**src/common/fmt_pkg.sv**
```systemverilog
// shared constants and types for the remote output formatter
package fmt_pkg;

   // ---------------------------------------------------------------
   // register map (byte addresses)
   // ---------------------------------------------------------------
   localparam logic [7:0] CTRL_ADDR   = 8'h00;
   localparam logic [7:0] STATUS_ADDR = 8'h04;
   // ctrl fields
   localparam int SUFFIX_BIT = 0;
   localparam int NOCR_BIT   = 1;
   localparam int NOLF_BIT   = 2;
   localparam int CONT_BIT   = 3;
   localparam int MASK_LSB   = 8;
   localparam logic [31:0] CTRL_RESET = 32'h0000_0000;

   // ---------------------------------------------------------------
   // characters and string sizes
   // ---------------------------------------------------------------
   localparam logic [7:0] CH_0 = 8'h30;
   localparam logic [7:0] CH_1 = 8'h31;
   localparam logic [7:0] CH_2 = 8'h32;
   localparam logic [7:0] CH_9 = 8'h39;
   localparam logic [7:0] CH_PLUS = 8'h2b;
   localparam logic [7:0] CH_MINUS = 8'h2d;
   localparam logic [7:0] CH_DOT = 8'h2e;
   localparam logic [7:0] CH_E = 8'h45;
   localparam logic [7:0] CH_CR = 8'h0d;
   localparam logic [7:0] CH_LF = 8'h0a;
   localparam int NUM_LEN    = 11;
   localparam int SUFFIX_LEN = 5;
   localparam int STAT_LEN   = 4;
   localparam int MASKQ_LEN  = 2;
   localparam int STR_MAX    = 18;
   localparam int EXP_STEP   = 3;
   localparam logic [6:0] ERR_REAR = 7'd31;
   localparam logic [3:0] MASK_QUERY = 4'h1;
   // status queries whose reply starts with "1" or with "10"
   localparam logic [8:0] PREFIX1_SET  = 9'h0f0;
   localparam logic [8:0] PREFIX10_SET = 9'h100;
   localparam logic [7:0] FUNC_CUR_A = 8'h03;
   localparam logic [7:0] FUNC_CUR_B = 8'h04;

   // ---------------------------------------------------------------
   // types
   // ---------------------------------------------------------------
   typedef enum logic [3:0] {
      OP_NONE   = 4'h0, OP_TERM = 4'h1, OP_STATUS = 4'h2, OP_TRIG = 4'h3,
      OP_ERR    = 4'h4, OP_SUFFIX = 4'h5, OP_TERMSET = 4'h6, OP_MASK = 4'h7,
      OP_FUNC   = 4'h8, OP_CLEAR = 4'h9, OP_CONT = 4'ha
   } cmd_op_t;

   typedef enum logic [1:0] {
      SRC_NONE = 2'b00, SRC_STATUS = 2'b01, SRC_ERROR = 2'b10, SRC_NUMERIC = 2'b11
   } src_t;

   typedef struct packed {
      logic       valid;
      cmd_op_t    op;
      logic [7:0] arg;
   } cmd_t;

   typedef struct packed {
      logic            neg;
      logic [5:0][3:0] digit;     // digit[0] is most significant
      logic [1:0]      point;     // digits ahead of the point minus one
      logic            exp_neg;
      logic [1:0]      exp_eng;   // exponent is exp_eng times three
      logic            overrange;
   } reading_t;

   typedef struct packed {
      logic       valid;
      logic [7:0] data;
      logic       eoi;
   } talk_byte_t;

endpackage

```
**src/design/remote_output_formatter.sv**
```systemverilog
// output side of the remote command interpreter: formatting, buffer, serial poll
//
// Local design decisions: register access over AHB-Lite and the address map.
`timescale 1ns/100ps
module remote_output_formatter
   import fmt_pkg::*;
(
   // clock and reset
   input  wire logic        clock,
   input  wire logic        rst_n,
   // ahb-lite register slave
   input  wire logic        hsel,
   input  wire logic [31:0] haddr,
   input  wire logic [1:0]  htrans,
   input  wire logic        hwrite,
   input  wire logic [2:0]  hsize,
   input  wire logic [31:0] hwdata,
   input  wire logic        hready,
   output logic             hreadyout,
   output logic             hresp,
   output logic [31:0]      hrdata,
   // executed commands from the input parser
   input  wire cmd_t        cmd,
   input  wire reading_t    reading,
   input  wire logic [15:0] status_bcd,
   // front/rear selector pin
   input  wire logic        rear_pin,
   // talker side of the bus interface
   input  wire logic        talk_en,
   input  wire logic        tx_ready,
   output talk_byte_t       tx,
   // serial poll and service request
   output logic [7:0]       spoll_byte,
   output logic             srq
);

   // ---------------------------------------------------------------
   // registers and declarations
   // ---------------------------------------------------------------
   logic [31:0]     ctrl_q;
   logic            rear_s1_q, rear_q;
   logic            str_open_q;
   logic            stat_cand_q, num_cand_q;
   logic [7:0]      stat_q [STAT_LEN];
   logic            stat_short_q;
   reading_t        rd_q;
   logic            err_pend_q, err31_q;
   logic [6:0]      err_code_q;
   logic [7:0]      str_q [STR_MAX];
   logic [4:0]      len_q, idx_q;
   logic            buf_full_q;
   logic [7:0]      spoll_q;
   logic            wr_pend_q, rd_hit_q;
   logic [7:0]      addr_q;
   logic [7:0]      str_d [STR_MAX];
   logic [4:0]      len_d;
   src_t            src;
   logic            is_cmd, term_now, cont_load, load_now, last_take;
   logic            rear_err, rear_keep;
   logic [5:0]      mask;
   logic [7:0]      sfx [SUFFIX_LEN];

   assign mask   = ctrl_q[MASK_LSB +: 6];
   assign is_cmd = cmd.valid && (cmd.op != OP_NONE);
   assign term_now = cmd.valid && (cmd.op == OP_TERM);
   // continuous readings stand alone when no string is being executed
   assign cont_load = cmd.valid && (cmd.op == OP_TRIG) && ctrl_q[CONT_BIT] && !str_open_q;
   // current function asked for at the rear input, flagged in the same cycle
   assign rear_err  = rear_q && cmd.valid && (cmd.op == OP_FUNC)
                      && ((cmd.arg == FUNC_CUR_A) || (cmd.arg == FUNC_CUR_B));
   assign rear_keep = err31_q && rear_q && !(cmd.valid && cmd.op == OP_FUNC);

   // ---------------------------------------------------------------
   // selector pin synchroniser
   // ---------------------------------------------------------------
   always_ff @(posedge clock or negedge rst_n) begin
      if (!rst_n) begin
         rear_s1_q <= 1'b0;
         rear_q    <= 1'b0;
      end else begin
         rear_s1_q <= rear_pin;
         rear_q    <= rear_s1_q;
      end
   end

   // ---------------------------------------------------------------
   // ahb-lite slave, zero wait states
   // ---------------------------------------------------------------
   assign hreadyout = 1'b1;
   assign hresp     = 1'b0;

   always_ff @(posedge clock or negedge rst_n) begin
      if (!rst_n) begin
         wr_pend_q <= 1'b0;
         rd_hit_q  <= 1'b0;
         addr_q    <= 8'h00;
      end else begin
         wr_pend_q <= hsel && hready && htrans[1] && hwrite;
         rd_hit_q  <= hsel && hready && htrans[1] && !hwrite;
         if (hsel && hready && htrans[1]) begin
            addr_q <= haddr[7:0];
         end
      end
   end

   always_ff @(posedge clock or negedge rst_n) begin
      if (!rst_n) begin
         hrdata <= 32'h0000_0000;
      end else if (hsel && hready && htrans[1] && !hwrite) begin
         unique case (haddr[7:0])
            CTRL_ADDR:   hrdata <= ctrl_q;
            STATUS_ADDR: hrdata <= {err31_q, err_pend_q, err_code_q, 7'h00,
                                    3'b000, buf_full_q, 4'h0, spoll_q};
            default:     hrdata <= 32'h0000_0000;
         endcase
      end
   end

   // ---------------------------------------------------------------
   // configuration: commands and software share the ctrl register
   // ---------------------------------------------------------------
   always_ff @(posedge clock or negedge rst_n) begin
      if (!rst_n) begin
         ctrl_q <= CTRL_RESET;
      end else if (wr_pend_q && addr_q == CTRL_ADDR) begin
         ctrl_q <= hwdata;
      end else if (cmd.valid) begin
         unique case (cmd.op)
            OP_SUFFIX:  ctrl_q[SUFFIX_BIT] <= cmd.arg[0];
            OP_TERMSET: ctrl_q[NOLF_BIT:NOCR_BIT] <= cmd.arg[1:0];
            OP_MASK:    ctrl_q[MASK_LSB +: 6] <= cmd.arg[5:0];
            OP_CONT:    ctrl_q[CONT_BIT] <= cmd.arg[0];
            OP_CLEAR:   ctrl_q <= CTRL_RESET;
            default:    ctrl_q <= ctrl_q;
         endcase
      end
   end

   // ---------------------------------------------------------------
   // candidates gathered while a string executes
   // ---------------------------------------------------------------
   always_ff @(posedge clock or negedge rst_n) begin
      if (!rst_n) begin
         str_open_q   <= 1'b0;
         stat_cand_q  <= 1'b0;
         num_cand_q   <= 1'b0;
         stat_short_q <= 1'b0;
         rd_q         <= '0;
         for (int i = 0; i < STAT_LEN; i++) begin
            stat_q[i] <= CH_0;
         end
      end else if (term_now) begin
         str_open_q  <= 1'b0;
         stat_cand_q <= 1'b0;
         num_cand_q  <= 1'b0;
      end else if (is_cmd && !cont_load) begin
         str_open_q <= 1'b1;
         if (cmd.op == OP_TRIG) begin
            num_cand_q <= 1'b1;
            rd_q       <= reading;
         end
         if (cmd.op == OP_STATUS) begin
            // snapshot taken here, only a later status command can alter it
            stat_cand_q  <= 1'b1;
            stat_short_q <= (cmd.arg[3:0] == MASK_QUERY);
            for (int i = 0; i < STAT_LEN; i++) begin
               stat_q[i] <= CH_0 + {4'h0, status_bcd[15 - 4*i -: 4]};
            end
            if (cmd.arg[3:0] == MASK_QUERY) begin
               stat_q[0] <= CH_0 + {1'b0, 7'(mask / 6'd10)};
               stat_q[1] <= CH_0 + {1'b0, 7'(mask % 6'd10)};
            end else if (PREFIX10_SET[cmd.arg[3:0]]) begin
               stat_q[0] <= CH_1;
               stat_q[1] <= CH_0;
            end else if (PREFIX1_SET[cmd.arg[3:0]]) begin
               stat_q[0] <= CH_1;
            end
         end
      end
   end

   // ---------------------------------------------------------------
   // pending error and latched rear-input error
   // ---------------------------------------------------------------
   always_ff @(posedge clock or negedge rst_n) begin
      if (!rst_n) begin
         err31_q <= 1'b0;
      end else if (!rear_q) begin
         err31_q <= 1'b0;
      end else if (cmd.valid && cmd.op == OP_FUNC) begin
         err31_q <= rear_err;
      end
   end

   always_ff @(posedge clock or negedge rst_n) begin
      if (!rst_n) begin
         err_pend_q <= 1'b0;
         err_code_q <= 7'd0;
      end else begin
         // delivery clears first, a new error in the same cycle wins
         if (load_now && src == SRC_ERROR && !err31_q) begin
            err_pend_q <= 1'b0;
         end
         if (cmd.valid && cmd.op == OP_ERR) begin
            err_pend_q <= 1'b1;
            err_code_q <= cmd.arg[6:0];
         end else if (rear_err || rear_keep) begin
            err_pend_q <= 1'b1;
            err_code_q <= ERR_REAR;
         end else if (err31_q) begin
            // latch released, error 31 no longer stands
            err_pend_q <= 1'b0;
         end
         if (cmd.valid && cmd.op == OP_CLEAR) begin
            err_pend_q <= err31_q;
         end
      end
   end

   // ---------------------------------------------------------------
   // output selection and string formatting
   // ---------------------------------------------------------------
   always_comb begin
      if (term_now && stat_cand_q) begin
         src = SRC_STATUS;
      end else if ((term_now || cont_load) && err_pend_q) begin
         src = SRC_ERROR;
      end else if ((term_now && num_cand_q) || cont_load) begin
         src = SRC_NUMERIC;
      end else begin
         src = SRC_NONE;
      end
   end
   // loads wait for the terminator or a standalone continuous reading
   assign load_now = (src != SRC_NONE);

   always_comb begin
      sfx[0] = 8'h20;
      sfx[1] = 8'h56;
      sfx[2] = 8'h44;
      sfx[3] = 8'h43;
      sfx[4] = 8'h20;
   end

   always_comb begin
      reading_t r;
      r = cont_load ? reading : rd_q;
      for (int i = 0; i < STR_MAX; i++) begin
         str_d[i] = 8'h00;
      end
      len_d = 5'd0;
      unique case (src)
         SRC_STATUS: begin
            for (int i = 0; i < STAT_LEN; i++) begin
               str_d[i] = stat_q[i];
            end
            len_d = stat_short_q ? 5'(MASKQ_LEN) : 5'(STAT_LEN);
         end
         SRC_ERROR: begin
            str_d[0] = CH_PLUS;
            str_d[1] = CH_1;
            str_d[2] = CH_DOT;
            str_d[3] = CH_0;
            str_d[4] = CH_0;
            str_d[5] = CH_0 + {1'b0, 7'(err_code_q / 7'd10)};
            str_d[6] = CH_0 + {1'b0, 7'(err_code_q % 7'd10)};
            str_d[7] = CH_E;
            str_d[8] = CH_PLUS;
            str_d[9] = CH_2;
            str_d[10] = CH_1;
            len_d = 5'(NUM_LEN);
         end
         SRC_NUMERIC: begin
            str_d[0] = r.neg ? CH_MINUS : CH_PLUS;
            for (int j = 0; j < 7; j++) begin
               if (r.overrange) begin
                  str_d[1 + j] = (j == 1) ? CH_DOT : CH_9;
               end else if (j == int'(r.point) + 1) begin
                  str_d[1 + j] = CH_DOT;
               end else begin
                  str_d[1 + j] = CH_0 + {4'h0, r.digit[(j <= int'(r.point)) ? j : j - 1]};
               end
            end
            str_d[8] = CH_E;
            str_d[9] = (r.exp_neg && !r.overrange) ? CH_MINUS : CH_PLUS;
            str_d[10] = r.overrange ? CH_9 : CH_0 + 8'(EXP_STEP * r.exp_eng);
            len_d = 5'(NUM_LEN);
            if (ctrl_q[SUFFIX_BIT]) begin
               for (int i = 0; i < SUFFIX_LEN; i++) begin
                  str_d[NUM_LEN + i] = sfx[i];
               end
               len_d = 5'(NUM_LEN + SUFFIX_LEN);
            end
         end
         default: len_d = 5'd0;
      endcase
      if (src != SRC_NONE && !ctrl_q[NOCR_BIT]) begin
         str_d[len_d] = CH_CR;
         len_d = len_d + 5'd1;
      end
      if (src != SRC_NONE && !ctrl_q[NOLF_BIT]) begin
         str_d[len_d] = CH_LF;
         len_d = len_d + 5'd1;
      end
   end

   // ---------------------------------------------------------------
   // output buffer and talker stream
   // ---------------------------------------------------------------
   assign tx.valid = talk_en && buf_full_q;
   assign tx.data  = str_q[idx_q];
   assign tx.eoi   = (idx_q == len_q - 5'd1);
   assign last_take = tx.valid && tx_ready && tx.eoi;

   always_ff @(posedge clock or negedge rst_n) begin
      if (!rst_n) begin
         buf_full_q <= 1'b0;
         len_q      <= 5'd1;
         idx_q      <= 5'd0;
         for (int i = 0; i < STR_MAX; i++) begin
            str_q[i] <= 8'h00;
         end
      end else if (load_now) begin
         buf_full_q <= 1'b1;
         len_q      <= len_d;
         idx_q      <= 5'd0;
         for (int i = 0; i < STR_MAX; i++) begin
            str_q[i] <= str_d[i];
         end
      end else if (term_now || last_take || (cmd.valid && cmd.op == OP_CLEAR)) begin
         buf_full_q <= 1'b0;
         idx_q      <= 5'd0;
      end else if (tx.valid && tx_ready) begin
         idx_q <= idx_q + 5'd1;
      end
   end

   // ---------------------------------------------------------------
   // serial poll register and service request
   // ---------------------------------------------------------------
   always_ff @(posedge clock or negedge rst_n) begin
      if (!rst_n) begin
         spoll_q <= 8'h00;
      end else if (load_now) begin
         spoll_q[0] <= (src == SRC_NUMERIC) && (cont_load ? reading.overrange
                                                          : rd_q.overrange);
         spoll_q[3:1] <= 3'b000;
         spoll_q[4] <= 1'b1;
         spoll_q[5] <= (src == SRC_ERROR);
         spoll_q[6] <= |(mask & {src == SRC_ERROR, 1'b1, 3'b000,
                        (src == SRC_NUMERIC) && (cont_load ? reading.overrange
                                                           : rd_q.overrange)});
         spoll_q[7] <= 1'b0;
      end else if (term_now || last_take || (cmd.valid && cmd.op == OP_CLEAR)) begin
         spoll_q <= 8'h00;
      end
   end

   assign spoll_byte = spoll_q;
   assign srq        = spoll_q[6];
endmodule

```
**config.mk**
```make
export PLATFORM = sky130hd
export DESIGN_NAME = remote_output_formatter
export DESIGN_NICKNAME = d
export VERILOG_FILES = /design/src/common/fmt_pkg.sv /design/src/design/remote_output_formatter.sv
export SDC_FILE = /design/constraint.sdc
export NUM_CORES = 1
export LEC_CHECK = 0
export BUFFER_PORTS_ARGS = -buffer_cell sky130_fd_sc_hd__clkbuf_2
export CORE_AREA = 2 2 216 218
export DETAILED_ROUTE_END_ITERATION = 16
export DIE_AREA = 0 0 218 220
export GPL_TIMING_DRIVEN = 0
export PLACE_DENSITY = 0.49
export SLEW_MARGIN = 0
export SYNTH_ARGS = -nofsm -noshare
export SYNTH_HDL_FRONTEND = slang
export SYNTH_SLANG_ARGS = --single-unit
```
**constraint.sdc**
```tcl
create_clock -name clock -period 3.4 [get_ports clock]
set_input_delay 0 -clock clock [delete_from_list [all_inputs] [get_ports clock]]
set_output_delay 0 -clock clock [all_outputs]
set_load 0.005 [all_outputs]
```
==> impl_results.md <==
* Worst-margin pin slew at 1.31 ns
* Critical R2R Launch: ctrl_q[3]$_DFFE_PN0P_
* Nets at 1900
* Vias in the first global route at 12500
* Num rows at 79
* Ys flop type: dfrtp_1
* Clk pin slew, worst setup/hold paths at 0.06 ns
* Critical Path Sink Type: register
* Ports at 190
* Distinct cell type count after synthesis at 94
* Die Y at about 220 µm
* N_diodes at 0
* Via count at between 10000 and 15000
* RD Place Congestion at 0.907
* Setup CP Type: reg -> reg
* Tightest Hold Check Type: in -> async
* MaxCap Viol Count at 0
* Peak VDD IR at 0.416 mV
* Largest net degree at the start of global routing at 105
* Max incr delay on CP at 0.43 ns
* Endpoints failing hold at 0
* Layout cell share with drive strength beyond 1 at 0.206
* Drt pass-1 iters at 5
* Placed cell area at 15200 µm²
* Initial Utilization at 0.297
* Critical path launch point type: register
* Routed WL per cell at 21.8 µm
* Overall routing resource usage at 0.216
* GRT overflow at 0
* Synthesized area at between 10000 and 15000 µm²
* Mean post-synth cell area at 9.46 µm²
* Clk Latency, worst-skew pair at ~0.57 ns
* HPWL after DPL at 38300 µm
* Critical path origin: ctrl_q[3]$_DFFE_PN0P_
* FMAX at 308 MHz
* First-pass GRT wire length at 78800 µm
* Vias/cell at about 5.4
* Post-synth ARST share at 1.00
* Arr. time, crit path at ~3.7 ns
* Fin crit share at 0.955
* Finished Layout Cells at approximately 2400
* Post-synth top area share at 0.442
* Register area share after synthesis at 0.447
* Fill cells at 4709
* Post-Syn Instances at 1437
* Post-route ant nets at 0
* Design area at roughly 18000 µm²
* Drt drc at 0
* CTS root buf: clkbuf_16
* Crit path max-delay cell type: dfrtp_1
* Bufs and invs on worst path at 3
* Flops & latches, synth at 243
* Max Slew Vio Count at 0
* Critical Path Fanout Max at 12
* Worst Path Required at approximately 3.9 ns
* Leakage Power at between 0.007 and 0.008 µW
* Cts bufs inserted at 30
* Final Routed Wirelength at 51700 µm
* Count leader, synth: dfrtp_1
* Antenna violations before repair at 0
* Input/output buffers at between 150 and 200
* Worst slew margin at 0.120
* Number of synthesized flops with an enable pin at 0
* Synth warn at 0
* Initial DRC Count at around 1000
* Tot Pwr at 10400 µW
* Worst Skew at between 0.01 and 0.015 ns
* Synthesis-to-finish area growth at 28.9%
* Power density over cell area at 591 nW/µm²
* Final setup violation count at 0
* Final Util at 0.382
* Die width at between 200 and 250 µm
* Die ar. at 48000 µm²
* Clock sink count at 243
* Top cells by area, synth: dfrtp_1, nand2_1, o21ai_0
* CTS Buffer Depth at 3
* Critical path's top delay family: simple AND/OR/NAND/NOR gates
* Status: finished, final reports clean
* Core Region at between 40000 and 50000 µm²
* Placed insts at 2205
* Post-layout minimum cycle time at 3.25 ns
* Dominant cell type by area after synthesis: dfrtp_1
* Most instantiated cells after synthesis: dfrtp_1, nand2_1, nor2_1, o21ai_0, clkbuf_1
* Maximum level of the CTS H-tree at 1
* TritonCTS clock tree: built
* CP dominant cell by count: nor2_4
* Critical-path cell list: nand3b_1 -> o32ai_4 -> and2_1 -> buf_4 -> nor2_4 -> clkinv_2 -> buf_6 -> ha_1 -> nor2b_2 -> a31o_2 -> nor2_4 -> nand3_2 -> o21bai_4 -> a32o_1
==> power by group <==
| part | switching [µW] | total (µW) | internal [µW] |
|---|---|---|---|
| clock | 1300 | 3230 | 1920 |
| combinational | 1780 | 3210 | 1430 |
| sequential | 487 | 3920 | 3440 |
| total | 3570 | 10400 | 6800 |
==> stage by stage <==
step	hold slack [ns]	worst slack, ns	TNS [ns]
floorplan	-0.296	0.266	0
global placement	0.112	-2.97	-736.84
detailed placement	-0.0113	-0.640	-25.19
CTS	0.0163	0.00829	0
global route	0.0384	-0.0263	-0.0687
finish	0.0352	0.153	0
==> cell families (layout without fill, tap and decap cells) <==
logic type | count (synthesis) | count (layout) | synth area share
AND/OR/NAND/NOR | 550 | 550 | 0.202
XOR/XNOR | 19 | 19 | 0.0122
flip-flops | 243 | 243 | 0.447
other | 2 | 6 | 0.000552
adder cells (fa/ha/maj) | 16 | 16 | 0.0147
AO/OA/AOI/OAI | 360 | 360 | 0.184
multiplexers | 96 | 96 | 0.0910
buffers and inverters | 151 | 479 | 0.0481
==> sequential cells by signal, indices dropped and copies added, names as in the netlist, 4 cells and up <==
name / flops
str_q: 90
ctrl_q: 32
hrdata: 32
rd_q: 31
stat_q: 20
addr_q: 8
err_code_q: 7
idx_q: 5
len_q: 5
spoll_byte: 4
==> final cells by class <==
cell class              instances  area [µm²]  share of cell area
flip-flops and latches        243        6080               0.347
repair buffers                274        2010               0.115
clock buffers                  45         878              0.0501
clock inverters                 9         103             0.00585
plain buffers                 118         549              0.0313
multi-input cells            1047        7020               0.400
inverters                      33         125             0.00714
well taps                     607         759              0.0433
==> layer usage <==
| metal | part of all wire | vias to the layer above | wire length (µm) | global-route usage |
|---|---|---|---|---|
| li1 | - | 5851 | - | - |
| met2 | 0.47 | 431 | 24000 | 0.348 |
| met4 | 0.027 | 0 | 1400 | 0.0628 |
| met1 | 0.45 | 6371 | 23300 | 0.304 |
| met5 | 0 | - | 0 | 0 |
| met3 | 0.056 | 72 | 2910 | 0.0244 |
==> cell usage in the layout (no fill, tap or decap), types with 32 or more instances in the layout <==
cell | Yosys | final
dfrtp_1 | 240 | 240
nand2_1 | 215 | 214
clkbuf_2 | 0 | 158
dlygate4sd3_1 | 0 | 105
nor2_1 | 95 | 94
clkbuf_1 | 80 | 83
o21ai_0 | 83 | 81
a21oi_1 | 59 | 59
nand3_1 | 48 | 47
mux2i_1 | 37 | 37
inv_1 | 32 | 32
a22o_1 | 32 | 32
mux2_2 | 32 | 32
==> final timing paths <==
check / cells past startpoint / endpoint / slack, ns
max in group asynchronous: 3 / rd_q[23]$_DFFE_PN0P_ / 2.79
setup / recovery: 14 / str_q[10]$_DFFE_PN0N_ / 0.15
min in group clock: 4 / num_cand_q$_DFFE_PN0P_ / 0.04
hold reg to reg: 0 / rear_q$_DFF_PN0_ / 0.34
hold / removal: 3 / spoll_byte[6]$_DFFE_PN0P_ / 0.04
setup reg to reg: 14 / str_q[10]$_DFFE_PN0N_ / 0.15
==> worst reg2reg max path: stages, from the launching register on <==
cell and delay [ns]:
dfrtp_1 0.43, nand3b_1 0.19, o32ai_4 0.14, and2_1 0.18, buf_4 0.18, nor2_4 0.19, clkinv_2 0.11, buf_6 0.17
ha_1 0.28, nor2b_2 0.18, a31o_2 0.29, nor2_4 0.14, nand3_2 0.16, o21bai_4 0.25, a32o_1 0.26
==> repair_timing <==
item	4_1_cts	5_1_grt
setup buffers	5	6
gates resized for setup	21	25
hold buffers	106	0
setup endpoints to repair	80	64
hold endpoints to repair	358	0
pin swaps	4	5
Note: power is estimated with default switching activity, not from simulation.
